`src/press_opt_pkg.sv`:
```
// Constants, types and register map of the option switch logic.
// Assumes a 10 MHz system clock and switches that read 1 when closed.
package press_opt_pkg;
    localparam int CLK_HZ = 10_000_000;
    localparam int TICK_MS = 1;
    localparam int MS_PER_S = 1000;
    localparam int MS_CYCLES = CLK_HZ / 1000 * TICK_MS;
    localparam int ANG_W = 9;
    localparam int CNT_W = 20;
    localparam int ADDR_W = 8;
    localparam int SYNC_W = 23;
    // Window lengths in seconds, then in millisecond ticks
    localparam int LC_HOLD_S = 8;
    localparam int PA_SS_OPEN_S = 30;
    localparam int PA_COD_OPEN_S = 60;
    localparam int PA_SS_CLOSED_S = 300;
    localparam int PA_COD_CLOSED_S = 600;
    localparam logic [CNT_W-1:0] LC_HOLD_TICKS = CNT_W'(LC_HOLD_S * MS_PER_S);
    localparam logic [CNT_W-1:0] PA_SS_OPEN = CNT_W'(PA_SS_OPEN_S * MS_PER_S);
    localparam logic [CNT_W-1:0] PA_COD_OPEN = CNT_W'(PA_COD_OPEN_S * MS_PER_S);
    localparam logic [CNT_W-1:0] PA_SS_LONG = CNT_W'(PA_SS_CLOSED_S * MS_PER_S);
    localparam logic [CNT_W-1:0] PA_COD_LONG = CNT_W'(PA_COD_CLOSED_S * MS_PER_S);
    // Crank angles in degrees, then the switch capture delay in clock cycles
    localparam logic [ANG_W-1:0] TS_FLOOR = 9'h0D3;
    localparam logic [ANG_W-1:0] TS_BASE_RST = 9'h0D3;
    localparam logic [ANG_W-1:0] OVS_LIMIT = 9'h0B4;
    localparam logic [ANG_W-1:0] CARRY_UP_ANG = 9'h0B4;
    localparam logic [ANG_W-1:0] COMP_STEP = 9'h002;
    localparam logic [ANG_W-1:0] TEST_ANG_R0 = 9'h0D2;
    localparam logic [ANG_W-1:0] TEST_ANG_R1 = 9'h0F1;
    localparam logic [ANG_W-1:0] TEST_ANG_R2 = 9'h10F;
    localparam logic [ANG_W-1:0] TEST_ANG_R3 = 9'h12D;
    localparam logic [1:0] CAP_DELAY = 2'h3;
    // Register map
    localparam logic [ADDR_W-1:0] REG_CTRL = 8'h00;
    localparam logic [ADDR_W-1:0] REG_BASE = 8'h04;
    localparam logic [ADDR_W-1:0] REG_SWITCH = 8'h08;
    localparam logic [ADDR_W-1:0] REG_STATUS = 8'h0C;
    localparam logic [ADDR_W-1:0] REG_TSANG = 8'h10;
    localparam int CTRL_SINGLE = 2;
    localparam int CTRL_CLR = 4;
    localparam int CTRL_REARM = 5;
    localparam logic [2:0] CTRL_RST = 3'h4;
    // Option switch positions
    localparam int SW_R1 = 0;
    localparam int SW_R2 = 1;
    localparam int SW_GATE = 2;
    localparam int SW_COMP = 3;
    localparam int SW_LONG = 4;
    localparam int SW_DUAL = 5;
    typedef enum logic [1:0] {
        M_ONE_HAND = 2'h0,
        M_FOOT = 2'h1,
        M_AUTO_SS = 2'h2,
        M_AUTO_COD = 2'h3
    } mode_t;
    typedef enum logic [3:0] {
        S_IDLE = 4'h1,
        S_RUN = 4'h2,
        S_CARRY = 4'h4,
        S_HALT = 4'h8
    } state_t;
endpackage

```
`src/tmr_if.sv`:
```
// Control and status of one window timer.
// Assumes one controller and one timer per instance.
`timescale 1ns/1ps
interface tmr_if #(parameter int W = 20);
    logic start;
    logic clear;
    logic [W-1:0] limit;
    logic running;
    logic done;
    modport ctl(output start, output clear, output limit,
                input running, input done);
    modport tmr(input start, input clear, input limit,
                output running, output done);
endinterface

```
`src/sync2.sv`:
```
// Two flip-flop synchroniser for a bundle of pin levels.
// Assumes the bundle may be skewed by one cycle between bits.
`timescale 1ns/1ps
module sync2 #(parameter int W = 1) (
    input wire logic clk,
    input wire logic rst_n,
    input wire logic [W-1:0] d,
    output logic [W-1:0] q
);
    logic [W-1:0] meta;

    always_ff @(posedge clk) begin
        if (!rst_n) begin
            meta <= '0;
            q <= '0;
        end else begin
            meta <= d;
            q <= meta;
        end
    end
endmodule

```
`src/window_timer.sv`:
```
// Window timer counting millisecond ticks up to a limit.
// Assumes start and clear are never high together.
`timescale 1ns/1ps
module window_timer #(parameter int W = 20) (
    input wire logic clk,
    input wire logic rst_n,
    input wire logic tick,
    tmr_if.tmr t
);
    logic [W-1:0] cnt;

    always_ff @(posedge clk) begin
        if (!rst_n) begin
            cnt <= '0;
            t.running <= 1'b0;
            t.done <= 1'b0;
        end else begin
            t.done <= 1'b0;
            if (t.start) begin
                cnt <= '0;
                t.running <= 1'b1;
            end else if (t.clear) begin
                t.running <= 1'b0;
            end else if (t.running && tick) begin
                if (cnt + W'(1) >= t.limit) begin
                    t.running <= 1'b0;
                    t.done <= 1'b1;
                end
                cnt <= cnt + W'(1);
            end
        end
    end
endmodule

```
`src/press_option_logic.sv`:
```
// Option switch decode and stroke gating for a press control.
// Assumes pins are asynchronous and switches read 1 when closed.
//
// Notes on behaviour
// - New switch settings act only after a power cycle.
// - Switches 1 and 2 pick one of four top-stop angle ranges.
// - The chosen range sets where the overrun closure test begins.
// - Switch 3 open: one-hand press starts a stroke at any time.
// - Switch 3 closed: one-hand works from curtain break to 8 s after clear.
// - After that window expires, a new curtain break is needed.
// - Foot trip: one press of the foot switch completes a stroke.
// - Foot hold: release before carry-up angle gives an emergency stop.
// - Foot trip or hold choice applies to single-stroke only.
// - Switch 4 closed enables speed-compensated top-stop, else off.
// - Overshoot past 360 moves the top-stop earlier by that amount.
// - Compensated top-stop never goes earlier than 211 degrees.
// - Compensation moves in small steps over several top-stops.
// - Switch 5 picks 30 s/1 min or 5 min/10 min request windows.
// - Switch 6 closed monitors both light curtains, else only one.
//
// Added by the designer: the strobed register port and the register addresses.
`timescale 1ns/1ps
module press_option_logic
    import press_opt_pkg::*;
#(
    parameter int TICK_CYCLES = MS_CYCLES
) (
    // Clock and reset
    input wire logic CLK,
    input wire logic RST_N,
    // Register port
    input wire logic [ADDR_W-1:0] ADDR,
    input wire logic [31:0] WR_DATA,
    input wire logic WR_EN,
    input wire logic RD_EN,
    output logic [31:0] RD_DATA,
    // Pins
    input wire logic [7:0] OPT_SW,
    input wire logic ONE_HAND_PB,
    input wire logic FOOT_SW,
    input wire logic [1:0] CURTAIN_BRK,
    input wire logic AUTO_ACT,
    input wire logic STOP_DONE,
    input wire logic [ANG_W-1:0] ANGLE,
    // Press outputs
    output logic STROKE_REQ,
    output logic ESTOP,
    output logic TEST_ARM,
    output logic [ANG_W-1:0] TOP_STOP_ANGLE,
    output logic [1:0] CURTAIN_MON
);
    logic [SYNC_W-1:0] pins_q;
    logic [7:0] sw;
    logic [1:0] cap_cnt;
    logic sampled;
    logic oh_q, foot_q, act_q, stop_q, brk_q;
    logic oh_prev, foot_prev, act_prev, stop_prev, brk_prev;
    logic oh_rise, foot_rise, act_rise, stop_evt, brk_rise, brk_fall;
    logic [ANG_W-1:0] angle_q;
    logic [ANG_W-1:0] base;
    logic [2:0] ctrl;
    mode_t mode;
    state_t state, next_state;
    logic hold;
    logic go;
    logic lc_win;
    logic pa_rearm, estop_clr;
    logic [1:0] range;
    logic [ANG_W-1:0] test_start;
    logic [ANG_W-1:0] target;
    // One spare bit keeps the divider legal for a one-cycle tick
    localparam int DIV_W = $clog2(TICK_CYCLES + 1);
    logic [DIV_W-1:0] div;
    logic tick;
    tmr_if #(CNT_W) lc_t ();
    tmr_if #(CNT_W) pa_t ();

    sync2 #(.W(SYNC_W)) u_sync (
        .clk(CLK),
        .rst_n(RST_N),
        .d({OPT_SW[7:0], ONE_HAND_PB, FOOT_SW, AUTO_ACT, STOP_DONE,
            CURTAIN_BRK[1:0], ANGLE[ANG_W-1:0]}),
        .q(pins_q)
    );
    window_timer #(.W(CNT_W)) u_lc_tmr (
        .clk(CLK),
        .rst_n(RST_N),
        .tick(tick),
        .t(lc_t)
    );
    window_timer #(.W(CNT_W)) u_pa_tmr (
        .clk(CLK),
        .rst_n(RST_N),
        .tick(tick),
        .t(pa_t)
    );

    // Millisecond tick for the window timers
    always_ff @(posedge CLK) begin
        if (!RST_N) begin
            div <= '0;
            tick <= 1'b0;
        end else begin
            tick <= (div == DIV_W'(TICK_CYCLES - 1));
            if (div == DIV_W'(TICK_CYCLES - 1))
                div <= '0;
            else
                div <= div + 1'b1;
        end
    end

    // Capture once after the synchroniser has filled
    always_ff @(posedge CLK) begin
        if (!RST_N) begin
            cap_cnt <= '0;
            sampled <= 1'b0;
            sw <= '0;
        end else if (!sampled) begin
            cap_cnt <= cap_cnt + 1'b1;
            if (cap_cnt == CAP_DELAY) begin
                sw <= pins_q[SYNC_W-1 -: 8];
                sampled <= 1'b1;
            end
        end
    end

    // Edge detection on synchronised inputs
    always_ff @(posedge CLK) begin
        if (!RST_N) begin
            {oh_prev, foot_prev, act_prev, stop_prev, brk_prev} <= '0;
            {oh_q, foot_q, act_q, stop_q, brk_q} <= '0;
            angle_q <= '0;
        end else begin
            oh_q <= pins_q[ANG_W+5];
            foot_q <= pins_q[ANG_W+4];
            act_q <= pins_q[ANG_W+3];
            stop_q <= pins_q[ANG_W+2];
            // Second curtain counts only when enabled
            brk_q <= pins_q[ANG_W] | (sw[SW_DUAL] & pins_q[ANG_W+1]);
            angle_q <= pins_q[ANG_W-1:0];
            {oh_prev, foot_prev, act_prev, stop_prev, brk_prev} <=
                {oh_q, foot_q, act_q, stop_q, brk_q};
        end
    end
    assign oh_rise = oh_q & ~oh_prev;
    assign foot_rise = foot_q & ~foot_prev;
    assign act_rise = act_q & ~act_prev;
    assign stop_evt = stop_q & ~stop_prev;
    assign brk_rise = brk_q & ~brk_prev;
    assign brk_fall = ~brk_q & brk_prev;
    assign mode = mode_t'(ctrl[1:0]);

    // Register writes; clear and rearm are one-cycle pulses
    always_ff @(posedge CLK) begin
        if (!RST_N) begin
            ctrl <= CTRL_RST;
            base <= TS_BASE_RST;
            estop_clr <= 1'b0;
            pa_rearm <= 1'b0;
        end else begin
            estop_clr <= 1'b0;
            pa_rearm <= 1'b0;
            if (WR_EN && ADDR == REG_CTRL) begin
                ctrl <= WR_DATA[2:0];
                estop_clr <= WR_DATA[CTRL_CLR];
                pa_rearm <= WR_DATA[CTRL_REARM];
            end else if (WR_EN && ADDR == REG_BASE) begin
                base <= WR_DATA[ANG_W-1:0];
            end
        end
    end

    // Reads answer in the next cycle only; unmapped reads give zero
    always_ff @(posedge CLK) begin
        if (!RST_N) begin
            RD_DATA <= '0;
        end else if (!RD_EN) begin
            RD_DATA <= '0;
        end else if (ADDR == REG_CTRL) begin
            RD_DATA <= {29'h0, ctrl};
        end else if (ADDR == REG_BASE) begin
            RD_DATA <= {23'h0, base};
        end else if (ADDR == REG_SWITCH) begin
            RD_DATA <= {24'h0, sw};
        end else if (ADDR == REG_STATUS) begin
            RD_DATA <= {23'h0, range, ESTOP, pa_t.running, lc_win, state};
        end else if (ADDR == REG_TSANG) begin
            RD_DATA <= {23'h0, TOP_STOP_ANGLE};
        end else begin
            RD_DATA <= '0;
        end
    end

    // Closed reads 1, so the range is the inverted pair
    assign range = {~sw[SW_R1], ~sw[SW_R2]};

    // Closure test starts at the low edge of the range
    always_comb begin
        case (range)
            2'h0: test_start = TEST_ANG_R0;
            2'h1: test_start = TEST_ANG_R1;
            2'h2: test_start = TEST_ANG_R2;
            default: test_start = TEST_ANG_R3;
        endcase
    end

    always_ff @(posedge CLK) begin
        if (!RST_N) begin
            TEST_ARM <= 1'b0;
            CURTAIN_MON <= '0;
        end else begin
            TEST_ARM <= (state != S_IDLE) && (angle_q >= test_start);
            CURTAIN_MON <= {sw[SW_DUAL], 1'b1};
        end
    end

    // Window opens on a break, closes 8 s after clear
    assign lc_t.start = brk_fall & lc_win;
    assign lc_t.clear = brk_rise | (go & (mode == M_ONE_HAND));
    assign lc_t.limit = LC_HOLD_TICKS;

    // Expiry or a used window needs a new break
    always_ff @(posedge CLK) begin
        if (!RST_N)
            lc_win <= 1'b0;
        else if (brk_rise)
            lc_win <= 1'b1;
        else if (lc_t.done || (go && mode == M_ONE_HAND))
            lc_win <= 1'b0;
    end

    // Request window length by stroke kind and switch 5
    always_comb begin
        if (mode == M_AUTO_SS)
            pa_t.limit = sw[SW_LONG] ? PA_SS_LONG : PA_SS_OPEN;
        else
            pa_t.limit = sw[SW_LONG] ? PA_COD_LONG : PA_COD_OPEN;
    end
    // Window armed on return to idle or by software
    assign pa_t.start = pa_rearm |
        (mode[1] && state != S_IDLE && next_state == S_IDLE);
    assign pa_t.clear = go & mode[1];

    always_comb begin
        case (mode)
            M_ONE_HAND: go = oh_rise & (~sw[SW_GATE] | lc_win);
            M_FOOT: go = foot_rise;
            default: go = act_rise & pa_t.running;
        endcase
        if (state != S_IDLE || !sampled)
            go = 1'b0;
    end

    always_comb begin
        next_state = state;
        case (state)
            S_IDLE: if (go) next_state = S_RUN;
            S_RUN: begin
                // Early release of a held foot switch
                if (hold && !foot_q && angle_q < CARRY_UP_ANG)
                    next_state = S_HALT;
                else if (angle_q >= CARRY_UP_ANG)
                    next_state = S_CARRY;
                else if (stop_evt)
                    next_state = S_IDLE;
            end
            S_CARRY: if (stop_evt) next_state = S_IDLE;
            S_HALT: if (estop_clr) next_state = S_IDLE;
            default: next_state = S_IDLE;
        endcase
    end

    always_ff @(posedge CLK) begin
        if (!RST_N) begin
            state <= S_IDLE;
            hold <= 1'b0;
            STROKE_REQ <= 1'b0;
            ESTOP <= 1'b0;
        end else begin
            state <= next_state;
            STROKE_REQ <= go;
            ESTOP <= (next_state == S_HALT);
            // Hold applies to single-stroke foot only
            if (go)
                hold <= (mode == M_FOOT) && ctrl[CTRL_SINGLE] &&
                        sw[SW_GATE];
        end
    end

    // Overshoot pulls the target earlier, floor held
    always_comb begin
        target = base;
        if (angle_q != '0 && angle_q < OVS_LIMIT) begin
            if (base > TS_FLOOR + angle_q)
                target = base - angle_q;
            else
                target = TS_FLOOR;
        end
        if (target < TS_FLOOR)
            target = TS_FLOOR;
    end

    // Step toward target once per top-stop
    always_ff @(posedge CLK) begin
        if (!RST_N) begin
            TOP_STOP_ANGLE <= TS_BASE_RST;
        end else if (!sw[SW_COMP]) begin
            TOP_STOP_ANGLE <= base;
        end else if (stop_evt) begin
            if (TOP_STOP_ANGLE > target + COMP_STEP)
                TOP_STOP_ANGLE <= TOP_STOP_ANGLE - COMP_STEP;
            else if (TOP_STOP_ANGLE + COMP_STEP < target)
                TOP_STOP_ANGLE <= TOP_STOP_ANGLE + COMP_STEP;
            else
                TOP_STOP_ANGLE <= target;
        end
    end
endmodule

```
`config.mk`:
```
export PLATFORM = sky130hd
export DESIGN_NAME = press_option_logic
export DESIGN_NICKNAME = d
export VERILOG_FILES = /design/src/press_opt_pkg.sv /design/src/tmr_if.sv /design/src/sync2.sv /design/src/window_timer.sv /design/src/press_option_logic.sv
export SDC_FILE = /design/constraint.sdc
export NUM_CORES = 1
export LEC_CHECK = 0
export ABC_AREA = 1
export BUFFER_PORTS_ARGS = -buffer_cell sky130_fd_sc_hd__buf_2
export CAP_MARGIN = 0
export CORE_MARGIN = 1
export CORE_UTILIZATION = 50
export DETAILED_ROUTE_END_ITERATION = 7
export PLACE_DENSITY = 0.7
export SETUP_SLACK_MARGIN = 0.1
export SLEW_MARGIN = 20
export SYNTH_ARGS = -nofsm -noshare
export SYNTH_HDL_FRONTEND = slang
export SYNTH_SLANG_ARGS = --single-unit
```
`constraint.sdc`:
```
create_clock -name CLK -period 11.8 [get_ports CLK]
set_input_delay 3.54 -clock CLK [delete_from_list [all_inputs] [get_ports CLK]]
set_output_delay 3.54 -clock CLK [all_outputs]
set_load 0.02 [all_outputs]
```
-- Yosys cells after proc, flatten, opt, wreduce, memory -nomap -nowiden
Cells that the tools add are included.
- register bits after elaboration: 200
- bits in latches: 0
- memory bits (writable): 0
- ROM bits: 0
- input port bits: 67
- output and inout bits: 46
- logic and storage cells: 185
- memories: 0
- add/sub/neg operators: 9
- $mul: 0
- divide/modulo/power cells: 0
- magnitude comparators: 9
- equal/unequal tests: 18
- shift operators: 0
- muxes and demuxes: 38
- bitwise gates (word level): 32
- reductions and logical operators: 40
- operator list (operator ; count):
    2-to-1 mux 9 bit ; 11
    adder 20 x 1 -> 20 bit (second input constant) ; 2
    2-to-1 mux 20 bit ; 2
    one-hot mux 9 bit (3 select lines) ; 1
    >= comparator 20 x 13 -> 1 bit (second input constant) ; 1
    >= comparator 20 bit ; 1
    2-to-1 mux 4 bit ; 5
    2-to-1 mux 19 bit ; 1
    adder 9 x 2 -> 9 bit (second input constant) ; 2
    greater-than comparator 9 bit ; 2
    less-than comparator 9 x 8 -> 1 bit (second input constant) ; 2
    == test 8 x 4 -> 1 bit (second input constant) ; 2
    NOT 1 bit ; 16
    one-hot mux 4 bit (4 select lines) ; 1
    AND reduction 2 bit ; 8
    2-to-1 mux 1 bit ; 15
    adder 14 x 1 -> 14 bit (second input constant) ; 1
    == test 14 bit (second input constant) ; 1
    logical AND 1 bit ; 13
    AND 1 bit ; 12
    nonzero test 3 bit ; 4
    adder 8 x 9 -> 9 bit (first input constant) ; 1
    >= comparator 9 x 8 -> 1 bit (second input constant) ; 1
    >= comparator 9 bit ; 1
    other kinds (27) ; 40

-- Depth between registers and ports, before layout
Gate-level depths: netlist of the first run.
- depth in word-level cells: 12
- depth in mapped cells: 41
- depth with buffers taken out: 41

-- Modules after synthesis
A second synthesis of the first run with hierarchy kept.
- cell total of the unflattened synthesis: 1586
- area total of the unflattened synthesis: 10945.5 um2
- modules (own cells, without submodules) (module ; times used ; cells an instance ; area an instance (um2) ; seq. area each (um2)):
    press_option_logic ; 1 ; 866 ; 5959.5 ; 1761.7
    window_timer (u_pa_tmr) ; 1 ; 291 ; 1843.0 ; 440.4
    window_timer (u_lc_tmr) ; 1 ; 286 ; 1824.2 ; 440.4
    sync2 ; 1 ; 143 ; 1318.8 ; 920.9

-- Least setup slack after synthesis of the first run
OpenSTA, ideal clock, no wires.
- path kind: in2reg
- start: in ADDR[7]
- end: reg base[0]
- library setup time: 0.138 ns
- arrival: 4.764 ns
- data required time: 11.662 ns
- path slack: 6.898 ns
- stages on the path: 9
- path buffers: 1
- cell sequence: nor2_1 inv_1 nor2_1 nand2_1 nor3_1 inv_1 nor2_1 clkbuf_1 o211ai_1
- longest elaborated chain between the ends: 4
- elaborated cells on any way between the ends: 6
- classes of those cells: eq/ne (1); bitwise (1); reduce/logical (4)
- ends and longest elaborated chain (element ; line ; text):
    start, declared ; press_option_logic.sv:32 ; input wire logic [ADDR_W-1:0] ADDR,
    logical NOT 8 bit ; press_option_logic.sv:163 ; if (WR_EN && ADDR == REG_CTRL) begin
    logical AND 1 bit ; press_option_logic.sv:163 ;
    NOT 1 bit (no line) ; -- ;
    AND reduction 2 bit (no line) * ; -- ;
    end signal, assigned ; press_option_logic.sv:168 ; base <= WR_DATA[ANG_W-1:0];
    end, declared ; press_option_logic.sv:60 ; logic [ANG_W-1:0] base;
Every way passes the cells marked *; elsewhere a longest branch is shown, timed or not.
A chain may end at the register's enable or synchronous reset.

-- Worst setup path in the final report of the first run
- start: in RST_N
- end: reg u_lc_tmr.cnt[5]
- longest elaborated chain between the ends: 2
- ends and longest elaborated chain (element ; line ; text):
    start, declared ; press_option_logic.sv:30 ; input wire logic RST_N,
    NOT 1 bit (no line) ; -- ;
    OR reduction 2 bit (no line) ; -- ;
    end signal, assigned ; window_timer.sv:29 ; cnt <= cnt + W'(1);
    end, declared ; window_timer.sv:10 ; logic [W-1:0] cnt;
No other way between the ends.

==> results of run 1 <==
==> power by group through the flow <==
stage	clock (mW)	sequential (mW)	combinational, mW
global placement	0	0.645	0.154
floorplan	0	0.642	0.125
detailed placement	0	0.645	0.157
CTS	0.554	0.631	0.158
global route	0.581	0.633	0.180
finish	0.542	0.632	0.159
==> worst max-delay path, delay by kind of cell <==
kind                   cells  cell delay (ns)
and+or+nand+nor            1             0.83
AOI/OAI and AO/OA          2             0.38
buffers and inverters      3             1.43
==> final cells by class <==
| type | instances | share of cell area |
|---|---|---|
| Timing Repair Buffer | 69 | 0.0323 |
| Clock inverter | 14 | 0.0130 |
| Multi-Input combinational cell | 928 | 0.476 |
| Sequential cell | 177 | 0.324 |
| Clock buffer | 18 | 0.0392 |
| Inverter | 248 | 0.0851 |
| Tap cell | 265 | 0.0303 |
==> metal layers <==
layer / GRT usage / share of wire / wire length (um) / vias to the layer above
met5: 0 / 0 / 0 / -
met4: 0.0764 / 0.020 / 427 / 0
met3: 0.0392 / 0.059 / 1260 / 31
met2: 0.358 / 0.44 / 9460 / 212
met1: 0.298 / 0.48 / 10300 / 3763
li1: - / - / - / 4476
==> worst paths after layout <==
path | to | cells after the start | from | slack [ns]
min | angle_q[1] | 2 | u_sync.q[1] | 0.41
min reg2reg | angle_q[1] | 2 | u_sync.q[1] | 0.41
max reg2reg | TOP_STOP_ANGLE[5] | 39 | angle_q[1] | 6.34
max | u_lc_tmr.cnt[5] | 6 | RST_N | 5.98
==> logic make-up (layout without fill, tap and decap cells) <==
| family | count (synthesis) | count (layout) |
|---|---|---|
| adder cells (fa/ha/maj) | 74 | 74 |
| XOR/XNOR | 56 | 56 |
| AND/OR/NAND/NOR | 565 | 565 |
| AO/OA/AOI/OAI | 210 | 210 |
| other | 1 | 23 |
| buffers and inverters | 300 | 349 |
| flip-flops | 177 | 177 |
==> flip-flops by register name, summed over array words and instances (netlist names), 9 cells and up <==
register        count
u_pa_tmr.cnt       20
div                14
angle_q             9
TOP_STOP_ANGLE      9
RD_DATA             9
u_sync.q           23
u_lc_tmr.cnt       20
u_sync.meta        23
base                9
==> cells in the final DEF (no fill, tap or decap), types with 4 or more instances in the layout <==
cell | synthesis | routed
a211oi_1 | 6 | 6
a21oi_1 | 100 | 100
a221oi_1 | 6 | 6
a31oi_1 | 4 | 4
buf_2 | 5 | 66
clkbuf_16 | 0 | 17
clkinv_1 | 4 | 4
clkinv_4 | 0 | 4
conb_1 | 1 | 23
dfxtp_1 | 177 | 177
ha_1 | 73 | 73
inv_1 | 234 | 234
inv_2 | 10 | 10
inv_8 | 0 | 6
nand2_1 | 297 | 297
nand2_2 | 10 | 10
nand2_4 | 4 | 4
nand3_1 | 62 | 62
nand4_1 | 20 | 20
nor2_1 | 115 | 115
nor2_2 | 6 | 6
nor3_1 | 21 | 21
nor4_1 | 7 | 7
o211ai_1 | 16 | 16
o21a_1 | 4 | 4
o21ai_0 | 52 | 52
o22ai_1 | 4 | 4
or2_2 | 4 | 4
xnor2_1 | 12 | 12
xor2_1 | 44 | 44
==> metrics by stage <==
stage | power, mW | cell area (um2) | setup WS [ns]
after floorplan | 0.767 | 9970 | 6.90
after global placement | 0.799 | 10400 | 5.53
after detailed placement | 0.803 | 10400 | 5.55
after CTS | 1.34 | 10900 | 6.01
after global routing | 1.39 | 10900 | 5.66
final | 1.33 | 10900 | 5.98
==> run metrics, run 1 <==
layout cell share with drive strength beyond 1=0.101; crit path time final=around 5.8 ns; htree depth=4; clk_skew=around 0.013 ns; grt total ovfl=0; combinational share of power=0.119; Core Box Area=between 15000 and 20000 um2; chip width=between 100 and 150 um; Setup TNS=0 ns; Post-CTS Setup Inserts=0; fillers=1932; Max stage delay on crit path=between 0.8 and 0.9 ns; synthesized area=9890 um2; Sw Pwr=a little under 0.4 mW; crit share post-route=0.494; Fin. Hold Viols=0; register area=3540 um2; Diodes inserted=0; Hold WS=0.408 ns; Final setup violation count=0; run status=finished clean; complex-gate fraction of the synthesized area=0.121; Post-Synth XOR/XNOR Area=0.0496; post-DP HPWL=between 15000 and 20000 um; largest net degree at the start of global routing=78; area delta synth->final=10.6%; global-route wire length before repair=roughly 36000 um; Synth async-reset ratio=0; CTS Buf Count=17; post-synthesis simple-gate area fraction=0.253; nets=approximately 1600; Clk pwr share=0.407; Initial DRC Count=~520; vias in the first global route=about 7600; Hold-fix buffers, CTS=0; cells after synthesis=approximately 1400; Slew headroom=0.471; Seq/Total Area, Yosys=0.358; Post-DRT Antenna Nets=0; synthesized-area fraction occupied by adder cells=0.0944; Routed WL=between 20000 and 25000 um; post-CTS sizing=0; Pint=0.948 mW; maximum clock insertion buffer count=2; #FFs+latches synth=~180; per-cell routed wire length=roughly 12 um; ys flop type=dfxtp_1; static leakage=roughly 5.4 nW; Worst Path Required=12.18 ns; Post-route DRC=0; I/O Pins=about 110; placed cells=about 1700; Max-cap violations=0; fmax=approximately 170 MHz; Post-synth top cells=nand2_1, inv_1, dfxtp_1, nor2_1, a21oi_1; Starting Density=0.510; Synth area leaders=dfxtp_1, nand2_1, ha_1, inv_1, a21oi_1; largest family of logic cells by synthesized area=simple AND/OR/NAND/NOR gates; Row Count=51; final non-filler cell total=1719; largest area contributor in the netlist=dfxtp_1; I/O Buffers=66; Netlist cell types=slightly above 50; crit path kind=input port to register; die area=20300 um2; Synth top area share=0.358; clock latency on the worst-skew pair=0.44 ns; Multi-input gate area=roughly 5200 um2; P per Cell Area=~120 nW/um2; Tightest Pin Transition=0.790 ns; CP max-delay cell=nor2_1; Initial DRT Pass Iterations=6; sw frac=0.289; TritonCTS clock tree=done; clk slew on worst S/H paths=around 0.070 ns; multiplexer share of the synthesized area=0; IR drop worst, VDD=0.101 mV; via/cell ratio=4.93; Tightest Hold Check Type=register to register; top-count cell post-synth=nand2_1; CTS root buf=clkbuf_16; Die Span Y=143 um; Via Count=~8500; Num Clock Sinks=~180; Critical Path AT=approximately 6.2 ns; share of power burned in registers=0.474; yosys warns=0; Max Transition Viols Final=0; Crit. End Element=register; GP Congestion=0.900; crit path launch type=input port; syn avg cell area=around 7.1 um2; Crit Path Max Fanout=24; most used cell, CP=clkinv_1; final cell utilization of the core=0.564; RSZ-0062 raised after global routing=false; CP Cell Sequence=buf_2 > clkinv_1 > nor2_1 > clkinv_1 > a31oi_1 > o21a_1; initial antenna violation count=0; Post-synth EDFFs=0; Total GRT Usage=0.222
No activity file was read; power rests on OpenSTA's default activity.
==> run 2, diff against run 1 <==
==> constraint.sdc (replaced) <==
create_clock -name CLK -period 5.8 [get_ports CLK]
set_input_delay 1.74 -clock CLK [delete_from_list [all_inputs] [get_ports CLK]]
set_output_delay 1.74 -clock CLK [all_outputs]
set_load 0.02 [all_outputs]
==> run 2 against run 1 <==
  * Non-clock buffer count grew 5
  * Count of clock-buffer cells in the layout stayed put
  * Critical endpoint is now TOP_STOP_ANGLE[4]
  * Core utilization grew 0.39 points
  * Sequential share of layout area decreased by 0.21 points
  * Total power up 110%
  * Clock skew hardly changed
  * Combinational power grew 110%
  * Global-route usage up 0.13 points
  * Clock power increased by 120%
==> run metrics, run 2 (synthesis gave the netlist of run 1 again) <==
CTS root buf=clkbuf_16; Max-cap violations=0 (unchanged); Slew headroom=0.460 (-0.0110); Max Transition Viols Final=0 (unchanged); Tightest Hold Check Type=register to register; crit share post-route=0.883; CTS Buf Count=17 (unchanged); Pint=2.05 mW (+120%); largest net degree at the start of global routing=58 (-26%); Routed WL=21800 um (+1.9%); maximum clock insertion buffer count=2 (unchanged); Via Count=8509 (+0.32%); htree depth=4 (unchanged); commonest cells after routing, fill and taps aside=nand2_1, inv_1, dfxtp_1; Clk pwr share=0.421 (+0.014); static leakage=5.43 nW (+0.65%); Row Count=51 (unchanged); TritonCTS clock tree=done; Hold-fix buffers, CTS=0 (unchanged); Post-DRT Antenna Nets=0 (unchanged); fmax=between 150 and 200 MHz; reg-to-reg slack, setup=0.68 ns (-5.66 ns); Initial DRC Count=525 (+1.2%); GP Congestion=0.913 (+1.4%); RSZ-0062 raised after global routing=false; layout cell share with drive strength beyond 1=0.105 (+0.00384); Final setup violation count=0 (unchanged); reg2reg path depth=36 (-7.7%); initial antenna violation count=0 (unchanged); R2R Path End=TOP_STOP_ANGLE[4]; combinational share of power=0.120 (about the same); Core Box Area=19400 um2 (unchanged); Critical Path AT=5.46 ns (-0.74 ns); Hold WS=0.407 ns (-0.000919 ns); clk_skew=0.0130 ns (+0.000430 ns); nets=1587 (+0.32%); per-cell routed wire length=12.7 um (+1.7%); hold endpoint=u_sync.q[9]; chip width=143 um (unchanged); Die Span Y=143 um (unchanged); commonest non-fill, non-tap cell in the layout=nand2_1; crit path launch type=register; Max stage delay on crit path=0.35 ns (-0.48 ns); share of power burned in registers=0.459 (-0.015); hold path cells=2 (unchanged); post-DP HPWL=16600 um (+2.0%); area delta synth->final=11.4%; die area=20300 um2 (unchanged); Regs by FF count=u_sync.meta: 23 flops, u_sync.q: 23 flops; Tightest Pin Transition=0.807 ns (+0.0164 ns); Diodes inserted=0 (unchanged); Crit. End Element=register; Fin. Hold Viols=0 (unchanged); worst r2r src=angle_q[0]; crit path kind=register to register; CP max-delay cell=dfxtp_1; fillers=1861 (-3.7%); grt total ovfl=0 (unchanged); vias in the first global route=7625 (+0.59%); P per Cell Area=254 nW/um2 (+110%); Total GRT Usage=0.223 (+0.00131); Sw Pwr=0.753 mW (+95%); Initial DRT Pass Iterations=5 (-1); run status=finished clean; via/cell ratio=4.94 (about the same); Crit Path Max Fanout=10 (-58%); Num Clock Sinks=177 (unchanged); I/O Buffers=66 (unchanged); clock latency on the worst-skew pair=0.43 ns (about the same); Setup TNS=0 ns (unchanged); Worst Path Required=6.13 ns (-6.05 ns); Post-route DRC=0 (unchanged); Hold Crit Start=u_sync.meta[9]; crit path time final=slightly above 5 ns; most used cell, CP=nand2_1; IR drop worst, VDD=0.217 mV (+110%); Starting Density=0.510 (unchanged); global-route wire length before repair=35900 um (+0.21%); I/O Pins=113 (unchanged); sw frac=0.269 (-0.0203); clk slew on worst S/H paths=0.07 ns (about the same)
[run 2: critical path, delay by kind of cell (launching register included)]
family	cells	cell delay [ns]
simple gates	20	2.24
fa+ha+maj	4	1.07
compound gates	5	0.63
buf+inv	5	0.51
flops	1	0.35
xor+xnor	2	0.24
[run 2: layer usage]
metal	GRT usage	routed length, um	vias up	part of all wire
li1	-	-	4475	-
met1	0.296	10400	3789	0.48
met2	0.359	9780	212	0.45
met3	0.0379	1090	33	0.050
met4	0.0917	534	0	0.024
met5	0	0	-	0
[run 2: cell type report]
class | count | area [um2] | area share
multi-input cells | 928 | 5210 | 0.473
flip-flops and latches | 177 | 3540 | 0.322
inverters | 248 | 931 | 0.0845
clock buffers | 18 | 429 | 0.0390
repair buffers | 74 | 390 | 0.0355
well taps | 265 | 332 | 0.0301
clock inverters | 13 | 176 | 0.0160
[run 2: what timing repair did]
item	4_1_cts	5_1_grt
setup buffers	0	3
endpoints found under the setup margin	0	9
endpoints found under the hold margin	0	0
resized for setup	0	2
[run 2: per-stage QoR]
stage / instance area (um2) / cells / utilization / power [mW] / worst slack [ns]
after global placement: 10400 / 1689 / 0.535 / 1.63 / 0.533
after global routing: 11000 / 1723 / 0.568 / 2.92 / 0.112
after floorplan: 9970 / 1405 / - / 1.56 / 1.26
final: 11000 / 1723 / 0.568 / 2.80 / 0.677
after CTS: 11000 / 1720 / 0.566 / 2.82 / 0.438
after detailed placement: 10400 / 1689 / 0.535 / 1.64 / 0.458
[run 2: how the worst max path moves through the flow]
stage / startpoint / to / slack (ns) / cells past startpoint
CTS: angle_q[1] / TOP_STOP_ANGLE[2] / 0.44 / 36
finish: angle_q[0] / TOP_STOP_ANGLE[4] / 0.68 / 36
floorplan: angle_q[1] / TOP_STOP_ANGLE[0] / 1.26 / 34
global route: angle_q[0] / TOP_STOP_ANGLE[4] / 0.11 / 38
global placement: angle_q[1] / TOP_STOP_ANGLE[2] / 0.53 / 36
detailed placement: angle_q[1] / TOP_STOP_ANGLE[2] / 0.46 / 36
[run 2: power groups by stage]
stage               registers (mW)  logic [mW]  clock network [mW]
detailed placement            1.31       0.324                   0
finish                        1.29       0.336                1.18
global route                  1.29       0.379                1.25
global placement              1.31       0.316                   0
CTS                           1.29       0.326                1.20
floorplan                     1.31       0.255                   0
==> run 3, diff against run 2 <==
--- a/config.mk
+++ b/config.mk
@@ -11,9 +11,8 @@
 export CORE_MARGIN = 1
 export CORE_UTILIZATION = 50
 export DETAILED_ROUTE_END_ITERATION = 7
-export PLACE_DENSITY = 0.7
+export PLACE_DENSITY_LB_ADDON = 0.15
 export SETUP_SLACK_MARGIN = 0.1
-export SLEW_MARGIN = 20
 export SYNTH_ARGS = -nofsm -noshare
 export SYNTH_HDL_FRONTEND = slang
 export SYNTH_SLANG_ARGS = --single-unit
==> run 3 against run 2 <==
  * Sequential share of layout area increased by 0.051 points
  * Critical endpoint is now TOP_STOP_ANGLE[8]
  * Highest routed layer unchanged
  * Hold slack improved by 0.0015 ns
  * Global-route usage fell by 0.19 points
  * Flip-flop and latch count is the same
  * Largest cell class unchanged
==> run metrics, run 3 (synthesis gave the netlist of run 1 again) <==
run status=finished clean; post-DP HPWL=16500 um (-0.71%); Critical Path AT=5.56 ns (+0.10 ns); Slew headroom=0.414 (-0.0465); global-route wire length before repair=35400 um (-1.3%); DP Area=10400 um2 (-0.15%); gate family responsible for the most delay along the worst path=simple AND/OR/NAND/NOR gates; Final Cell Area=11000 um2 (-0.19%); via/cell ratio=4.87 (-1.4%); area delta synth->final=11.2%; per-cell routed wire length=12.5 um (-1.1%); CTS Buf Count=17 (unchanged); largest net degree at the start of global routing=78 (+34%); clk slew on worst S/H paths=0.07 ns (about the same); commonest non-fill, non-tap cell in the layout=nand2_1; CP max-delay cell=dfxtp_1; nets=1583 (-0.25%); initial antenna violation count=0 (unchanged); Post-route DRC=0 (unchanged); crit path time final=5.21 ns (+0.0853 ns); Hold WS=0.409 ns (+0.00152 ns); Die Span Y=143 um (unchanged); Initial DRC Count=484 (-7.8%); commonest cells after routing, fill and taps aside=nand2_1, inv_1, dfxtp_1; Max-cap violations=0 (unchanged); fmax=192 MHz (-1.6%); die area=20300 um2 (unchanged); GP Congestion=0.908 (-0.60%); Via Count=8377 (-1.6%); CTS root buf=clkbuf_16; final cell utilization of the core=0.567 (-0.00110); RSZ-0062 raised after global routing=false; Row Count=51 (unchanged); static leakage=5.43 nW (-0.11%); Num Clock Sinks=177 (unchanged); critical path endpoint=TOP_STOP_ANGLE[8]; Setup TNS=0 ns (unchanged); IR drop worst, VDD=0.215 mV (-1.2%); chip width=143 um (unchanged); Core Box Area=19400 um2 (unchanged); Routed WL=21500 um (-1.3%); crit path launch=angle_q[1]; clock latency on the worst-skew pair=0.43 ns (about the same); P per Cell Area=254 nW/um2 (-0.23%); clk_skew=0.0185 ns (+0.00546 ns); Regs by FF count=u_sync.meta: 23 flops, u_sync.q: 23 flops; Initial DRT Pass Iterations=4 (-1); crit path kind=register to register; most used cell, CP=nand2_1; Starting Density=0.510 (unchanged); Crit path buffers/inverters=6 (+1); Max Transition Viols Final=0 (unchanged); Crit. End Element=register; crit share post-route=0.898 (+0.0147); reg-to-reg slack, setup=0.59 ns (-0.09 ns); Worst Path Required=6.15 ns (+0.02 ns); Crit Path Max Fanout=11 (+1); Fin. Hold Viols=0 (unchanged); worst r2r src=angle_q[1]; crit path launch type=register; R2R Path End=TOP_STOP_ANGLE[8]; Diodes inserted=0 (unchanged); Final setup violation count=0 (unchanged); Total GRT Usage=0.222 (-0.00186); maximum clock insertion buffer count=2 (unchanged); htree depth=4 (unchanged); I/O Pins=113 (unchanged); reg2reg path depth=36 (unchanged); Max stage delay on crit path=0.44 ns (+0.09 ns); I/O Buffers=66 (unchanged); grt total ovfl=0 (unchanged); Post-DRT Antenna Nets=0 (unchanged); TritonCTS clock tree=done; layout cell share with drive strength beyond 1=0.103 (-0.00185); Tightest Hold Check Type=register to register; vias in the first global route=7515 (-1.4%); Tightest Pin Transition=0.876 ns (+0.0695 ns); Worst path depth=36 (unchanged)
[run 3: where the power goes]
group	switching, mW	leakage, nW	internal (mW)
Combinational	0.222	3.69	0.106
Clock	0.520	0.299	0.657
Sequential	0.0321	1.44	1.25
[run 3: what timing repair did]
item | 4_1_cts | 5_1_grt
endpoints found under the hold margin | 0 | 0
buffers inserted | 0 | 1
hold buffers | 0 | 0
endpoints found under the setup margin | 0 | 8
resized for setup | 0 | 1
[run 3: stage by stage]
step,power (mW),std cells,worst slack [ns]
3_5_place_dp,1.63,1687,0.544
4_1_cts,2.82,1719,0.527
2_1_floorplan,1.56,1405,1.26
6_report,2.79,1720,0.592
3_3_place_gp,1.63,1687,0.604
5_1_grt,2.93,1720,0.0938
[run 3: tightest hold or removal path, cell delays in order, from the launching register on]
cell and delay (ns):
dfxtp_1 0.31, nand2_1 0.05, inv_1 0.04
[run 3: cell type report]
type                            instances  area (um2)
Clock buffer                           17         425
Clock inverter                         15         190
Fill cell                            1925        8410
Inverter                              248         931
Multi-Input combinational cell        928        5210
Sequential cell                       177        3540
Tap cell                              265         332
Timing Repair Buffer                   70         360
[run 3: how the worst min path moves through the flow]
| stage | slack (ns) | cells after the start | startpoint | to |
|---|---|---|---|---|
| 4_1_cts | 0.41 | 2 | u_sync.q[13] | foot_q |
| 3_5_place_dp | 0.40 | 2 | u_sync.q[13] | foot_q |
| 3_3_place_gp | 0.39 | 2 | u_sync.q[6] | angle_q[6] |
| 5_1_grt | 0.42 | 2 | u_sync.meta[12] | u_sync.q[12] |
| 2_1_floorplan | 0.39 | 2 | u_sync.q[12] | act_q |
| 6_report | 0.41 | 2 | u_sync.meta[10] | u_sync.q[10] |
[run 3: metal layers]
metal	up-vias	global-route usage	wire length [um]	part of all wire
li1	4488	-	-	-
met1	3699	0.303	10800	0.50
met4	0	0.0775	450	0.021
met5	-	0	0	0
met2	164	0.355	9500	0.44
met3	26	0.0329	746	0.035
